$ cat config.mk
export PLATFORM = sky130hd
export DESIGN_NAME = mrr_result_regs
export DESIGN_NICKNAME = d
export VERILOG_FILES = /design/src/include/mrr_pkg.sv /design/src/mrr_result_slot.sv /design/src/mrr_result_regs.sv
export SDC_FILE = /design/constraint.sdc
export NUM_CORES = 1
export LEC_CHECK = 0
export BUFFER_PORTS_ARGS = -buffer_cell sky130_fd_sc_hd__clkbuf_2
export CORE_ASPECT_RATIO = 0.6
export CORE_UTILIZATION = 56
export DETAILED_ROUTE_END_ITERATION = 6
export PLACE_DENSITY = 0.8
export SLEW_MARGIN = 20
export SYNTH_ARGS = -nofsm -noshare
export SYNTH_HDL_FRONTEND = slang
export SYNTH_SLANG_ARGS = --single-unit
$ cat constraint.sdc
create_clock -name i_sys_clk -period 1.85 [get_ports i_sys_clk]
set_input_delay 0.185 -clock i_sys_clk [delete_from_list [all_inputs] [get_ports i_sys_clk]]
set_output_delay 0.185 -clock i_sys_clk [all_outputs]
set_load 0.05 [all_outputs]
$ cat src/include/mrr_pkg.sv
// Package: register map, field layout and types for the measurement result registers
// Function
// - Current result holds 14-bit conversion in bits 15:2 while current-amp enable is set.
// - Current conversion is bipolar, taken after the selected current-amp gain is applied.
// - Current code 0x2000 is zero current; below is discharge, above is charge.
// - Current code span maps symmetrically from minus to plus half reference, post-gain.
// - Current-amp disabled and channel skipped: stored data kept; readback per filter select.
// - Each voltage result presents its 14-bit conversion in bits 15:2.
// - Voltage result code spans a 5V full-scale input over 14-bit codes.
// - Channel measure enable clear and skipped: stored data not updated; readback per filter.
// - All result registers are read-only; host writes leave contents unaltered.
package mrr_pkg;

  // ==========================================================
  // Register indices (printed offsets); byte address is four times the index
  localparam logic [7:0] IDX_CURRENT_SENSE_RESULT = 8'h46;
  localparam logic [7:0] IDX_VOLTAGE_CH1_RESULT = 8'h47;
  localparam logic [7:0] IDX_VOLTAGE_CH2_RESULT = 8'h48;
  localparam logic [7:0] IDX_VOLTAGE_CH3_RESULT = 8'h49;
  localparam logic [7:0] IDX_VOLTAGE_CH4_RESULT = 8'h4A;
  localparam logic [7:0] IDX_RESULT_CONTROL = 8'h50;
  localparam logic [7:0] IDX_RESULT_STATUS = 8'h51;
  localparam int unsigned ADDR_IDX_LSB = 2;
  localparam int unsigned ADDR_IDX_MSB = 9;

  // ==========================================================
  // Field layout
  localparam int unsigned NUM_VOLT = 4;
  localparam int unsigned NUM_CHAN = 5;
  localparam int unsigned CODE_W = 14;
  localparam int unsigned REG_W = 16;
  localparam int unsigned CODE_LSB = 2;
  localparam int unsigned GAIN_W = 2;
  localparam logic [CODE_W-1:0] CODE_RESET = 14'h0000;
  localparam logic [CODE_W-1:0] CURRENT_ZERO_CODE = 14'h2000;
  localparam logic [1:0] LOW_BITS = 2'h0;
  localparam logic [15:0] REG_RESET = 16'h0000;
  localparam int unsigned FULL_SCALE_MV = 5000;

  // Control register fields
  localparam int unsigned CTL_CUR_EN_BIT = 0;
  localparam int unsigned CTL_CH_EN_LSB = 1;
  localparam int unsigned CTL_GAIN_LSB = 5;
  localparam int unsigned CTL_FILT_BIT = 7;
  localparam logic [7:0] CTL_RESET = 8'h00;

  // ==========================================================
  // Types
  typedef struct packed {
    logic valid;
    logic [2:0] chan;
    logic [CODE_W-1:0] raw;
    logic [CODE_W-1:0] filt;
  } mrr_sample_t;

  typedef enum logic [2:0] {
    MRR_IDLE = 3'b001,
    MRR_ACCESS = 3'b010,
    MRR_DONE = 3'b100
  } mrr_apb_st_t;

endpackage : mrr_pkg

$ cat src/mrr_result_slot.sv
// One result slot: holds raw and filtered codes of one channel
`timescale 1ns/1ps
module mrr_result_slot (
  // Clock and reset
  input wire logic i_sys_clk,
  input wire logic i_rst_n,
  // Load
  input wire logic i_load,
  input wire logic i_enable,
  input wire logic [13:0] i_raw,
  input wire logic [13:0] i_filt,
  // Readback
  input wire logic i_filt_sel,
  output logic [15:0] o_word
);

  logic [13:0] raw_q;
  logic [13:0] filt_q;

  // Skipped or disabled channels keep their last data
  always_ff @(posedge i_sys_clk or negedge i_rst_n)
  begin
    if (!i_rst_n)
    begin
      raw_q <= mrr_pkg::CODE_RESET;
      filt_q <= mrr_pkg::CODE_RESET;
    end
    else if (i_load && i_enable)
    begin
      raw_q <= i_raw;
      filt_q <= i_filt;
    end
  end

  // Readback source is chosen even while the slot holds stale data
  always_comb
  begin
    o_word = {(i_filt_sel ? filt_q : raw_q), mrr_pkg::LOW_BITS};
  end

endmodule : mrr_result_slot

$ cat src/mrr_result_regs.sv
// Top: measurement result register bank behind an APB slave
//
// Design decision made here: the APB interface to the registers.
`timescale 1ns/1ps
module mrr_result_regs (
  // Clock and reset
  input wire logic i_sys_clk,
  input wire logic i_rst_n,
  // APB slave
  input wire logic i_psel,
  input wire logic i_penable,
  input wire logic i_pwrite,
  input wire logic [31:0] i_paddr,
  input wire logic [31:0] i_pwdata,
  input wire logic [3:0] i_pstrb,
  output logic [31:0] o_prdata,
  output logic o_pready,
  output logic o_pslverr,
  // Conversion results from the scan engine, same clock
  input wire mrr_pkg::mrr_sample_t i_sample,
  // Configuration seen by the analog front end
  output logic o_current_amp_enable,
  output logic [3:0] o_channel_measure_enable,
  output logic [1:0] o_current_amp_gain
);

  // ==========================================================
  // Control register
  logic [7:0] ctl_q;
  logic [4:0] loaded_q;
  logic [15:0] words [0:4];
  logic [4:0] enables;
  logic [7:0] idx;
  logic access;
  logic hit;
  logic [31:0] rdata_d;
  logic [31:0] rdata_q;
  logic [4:0] chan_sel;

  function automatic logic [4:0] chan_onehot(input logic [2:0] c);
    logic [4:0] v;
    v = 5'h00;
    if (c < 3'h5)
    begin
      v[c] = 1'b1;
    end
    return v;
  endfunction : chan_onehot

  function automatic logic is_result(input logic [7:0] x);
    return (x >= mrr_pkg::IDX_CURRENT_SENSE_RESULT) && (x <= mrr_pkg::IDX_VOLTAGE_CH4_RESULT);
  endfunction : is_result

  // Decoded once so each slot can pick its own bit
  assign chan_sel = chan_onehot(i_sample.chan);
  assign idx = i_paddr[mrr_pkg::ADDR_IDX_MSB:mrr_pkg::ADDR_IDX_LSB];
  assign access = i_psel && i_penable;
  assign hit = is_result(idx) || (idx == mrr_pkg::IDX_RESULT_CONTROL)
             || (idx == mrr_pkg::IDX_RESULT_STATUS);

  // Only control is writable; writes to result words are dropped silently
  always_ff @(posedge i_sys_clk or negedge i_rst_n)
  begin
    if (!i_rst_n)
    begin
      ctl_q <= mrr_pkg::CTL_RESET;
    end
    else if (access && i_pwrite && (idx == mrr_pkg::IDX_RESULT_CONTROL) && i_pstrb[0])
    begin
      ctl_q <= i_pwdata[7:0];
    end
  end

  assign o_current_amp_enable = ctl_q[mrr_pkg::CTL_CUR_EN_BIT];
  assign o_channel_measure_enable = ctl_q[mrr_pkg::CTL_CH_EN_LSB +: mrr_pkg::NUM_VOLT];
  assign o_current_amp_gain = ctl_q[mrr_pkg::CTL_GAIN_LSB +: mrr_pkg::GAIN_W];
  assign enables = {o_channel_measure_enable, o_current_amp_enable};

  // ==========================================================
  // Result slots: 0 is current (bipolar, zero current at mid code), 1..4 voltage
  // Codes are taken as delivered; gain, bipolar offset and 5V span are analog-side
  genvar g;
  generate
    for (g = 0; g < mrr_pkg::NUM_CHAN; g++)
    begin : g_slot
      mrr_result_slot u_slot (
        .i_sys_clk(i_sys_clk),
        .i_rst_n(i_rst_n),
        .i_load(i_sample.valid && chan_sel[g]),
        .i_enable(enables[g]),
        .i_raw(i_sample.raw),
        .i_filt(i_sample.filt),
        .i_filt_sel(ctl_q[mrr_pkg::CTL_FILT_BIT]),
        .o_word(words[g])
      );
    end
  endgenerate

  // Status: which slots have been updated since reset
  always_ff @(posedge i_sys_clk or negedge i_rst_n)
  begin
    if (!i_rst_n)
    begin
      loaded_q <= 5'h00;
    end
    else if (i_sample.valid)
    begin
      loaded_q <= loaded_q | (chan_sel & enables);
    end
  end

  // ==========================================================
  // Read path, registered; answer in the first access cycle
  always_comb
  begin
    rdata_d = 32'h0000_0000;
    if (is_result(idx))
    begin
      rdata_d = {16'h0000, words[3'(idx - mrr_pkg::IDX_CURRENT_SENSE_RESULT)]};
    end
    else if (idx == mrr_pkg::IDX_RESULT_CONTROL)
    begin
      rdata_d = {24'h00_0000, ctl_q};
    end
    else if (idx == mrr_pkg::IDX_RESULT_STATUS)
    begin
      rdata_d = {27'h000_0000, loaded_q};
    end
  end

  always_ff @(posedge i_sys_clk or negedge i_rst_n)
  begin
    if (!i_rst_n)
    begin
      rdata_q <= 32'h0000_0000;
    end
    else if (i_psel && !i_penable && !i_pwrite)
    begin
      rdata_q <= rdata_d;
    end
  end

  assign o_prdata = rdata_q;
  assign o_pready = 1'b1;
  assign o_pslverr = access && !hit;

endmodule : mrr_result_regs

==> flow_summary.ini <==
[logic_synthesis]
synth_area_per_cell_um2 = 14.1
synthArstFlopShare = 1.00
synthAdderAreaFrac = 0.00160
yosys.area_share.simple = 0.0490
yosysWarningCount = 0
synth_flop_cell = dfrtp_1
synth_commonest_cells = dfrtp_1, mux2_2, mux2i_1
ys_ff_latch = 169
synth_cells = 553
synth_mux_area_frac = 0.321
seq_area_frac_synth = 0.541
synth_area_leaders = dfrtp_1, mux2_2, mux4_2
synth_cell_type_count = 45
yosysTopAreaCell = dfrtp_1
synth.top_cell.area_share = 0.541
synth_edf_count = 0
synthXorXnorAreaFrac = 0
syn_area_um2 = 7810
synth.most_common_cell = dfrtp_1
synth-compound-area-share = 0.0448
synth_top_family_by_area = multiplexers

[floorplan]
ios = 146
core_um2 = 13600
rows = 33
die_x_um = 154
die_h_um = 93.5
die-area_um2 = 14400
start_util = 0.573

[worst_setup_path]
startpoint = ctl_q[7]
end_kind = flop
critPathKind = flop to flop
reg2regPathDepth = 5
cp-start-kind = flop
timing.rr.start = ctl_q[7]
cp.required_ps = 2160
r2r-end = o_prdata[13]
cp_cell_sequence = buf_12 > buf_16 > mux4_2 > a32oi_1 > o21ai_1
cpMaxStageDelayCell = mux4_2
path_max_fanout = 14
max_stage_delay_ps = 540
rrSetupSlack_ps = 60
arrival_ps = 2100

[route]
wl_per_cell_um = 21.7
firstDrtPassIters = 5
vias_per_cell = 6.02
drc_errors = 0
drt_iter0_markers = 216
ant_nets = 0
drt_wl_total_mm = 18.3
vias = 5076

[sta]
worst_pin_slew_ps = 815
setup_slack_ps = 56.0
drv_slew = 0
setup_viol = 0
finalHoldViolCount = 0
timing.hold.ws_ps = 56.2
slew_headroom = 0.454
clock_skew_ps = 10.2
rsz0062_at_grt = false
timing.fmax_mhz = 557
period_share = 0.970
fin_crit_ps = 1790

[cts]
cts.sink_count = 169
cts_buffers = 17
cts.clk_slew.worst_paths_ps = 70
cts_max_path_buffers = 2
htreeDepth = 4
cts_root_buf = clkbuf_16
tritoncts = yes
clock_latency_ps = 430

[min_path]
worstHoldPathType = primary input to flop
whs_endpoint = g_slot[2].u_slot.filt_q[8]
min_path_cells = 2
hp-start = i_sample[8]

[grt]
grt_remaining_overflow = 0
grt_pass1_vias = 5367
grt_use_total = 0.278
grt_pass1_wl_mm = 29.7
grt_max_degree = 49
antenna_found_initial = 0

[power]
ir_worst_vdd_mv = 0.668
power_density_nw_per_um2 = 870
p_leak_nw = 4.48
total_power_mw = 8.12

[layout]
final_layout_size_suffix_gt1_frac = 0.488
fin_nets = 761
area_delta_synth_final_pct = 19.4
diodes = 0
post-route-util = 0.684

[outcome]
status = finished clean

[placement]
hpwlAfterDp_mm = 12.0
preCtsSetupSlack_ps = -40.6
place_congestion = 0.816
io_buffer_count = 77

[flow_run]
maxCapViolCount = 0
==> metal layers <==
layer / part of all wire / track usage / vias up
met4: 0.0075 / 0.0784 / 0
met2: 0.47 / 0.446 / 162
met3: 0.057 / 0.0598 / 15
li1: - / - / 2219
met1: 0.46 / 0.384 / 2680
met5: 0 / 0 / -
==> stage by stage <==
| stage | setup TNS, ps | std cells | area [um^2] |
|---|---|---|---|
| 4_1_cts | 0 | 843 | 9310 |
| 3_3_place_gp | 0 | 801 | 8550 |
| 6_report | 0 | 843 | 9330 |
| 2_1_floorplan | 0 | 568 | 7870 |
| 3_5_place_dp | -195 | 801 | 8550 |
| 5_1_grt | 0 | 843 | 9330 |
==> placed cells by master, fill, tap and decap left out, types with 4 or more instances in the layout <==
master,instances
mux4_2,19
nor2b_1,4
clkbuf_16,17
inv_6,5
buf_4,22
dlygate4sd3_1,9
nand2_1,16
nor2_1,17
nand3_1,4
buf_12,9
o21ai_1,10
a32oi_1,8
or2_2,4
conb_1,17
nand2b_1,4
clkbuf_2,76
a21oi_1,8
mux2_2,148
mux2i_1,41
dfrtp_1,168
==> report_power, final <==
part           switching, mW  internal (mW)
clock                   1.56           2.23
sequential            0.0230           3.73
combinational          0.387          0.179
total                   1.97           6.15
==> final cells by class <==
cell class	count	area, um^2
fillers	916	4300
flip-flops and latches	169	4230
inverters	2	7.51
repair buffers	120	898
clock buffers	19	453
multi-input cells	345	3340
clock inverters	13	178
well taps	175	219
==> sequential cells by signal (all words and copies together) (netlist names) <==
register              cells
ctl_q                     8
g_slot.u_slot.raw_q      70
loaded_q                  5
g_slot.u_slot.filt_q     70
o_prdata                 16
==> kinds of logic (layout without fill, tap and decap cells) <==
group / after synthesis / in the layout
and+or+nand+nor: 70 / 70
other: 2 / 17
muxes: 208 / 208
buffers and inverters: 54 / 154
AOI/OAI and AO/OA: 49 / 49
adders and majority gates: 1 / 1
DFF: 169 / 169
==> timing repair <==
action,in CTS,in global routing
buffers inserted,0,0
hold buffers,9,0
gates cloned,1,0
hold endpoints to repair,47,0
gates resized for setup,1,3
endpoints found under the setup margin,1,3
==> worst max-delay path by stage <==
| stage | endpoint | slack, ps | cells after the start |
|---|---|---|---|
| finish | o_prdata[13] | 60 | 5 |
| global route | o_prdata[3] | 1 | 6 |
| CTS | o_prdata[7] | 10 | 5 |
| detailed placement | o_prdata[3] | -40 | 7 |
| global placement | o_prdata[10] | 20 | 7 |
| floorplan | o_pslverr | 40 | 7 |
==> critical path, delay by kind of cell, from the launching register on <==
kind | cells | cell delay, ps
multiplexers | 1 | 540
AO/OA/AOI/OAI | 2 | 330
flip-flops | 1 | 410
buffers and inverters | 2 | 360
Power figures use the tool's default switching activity.
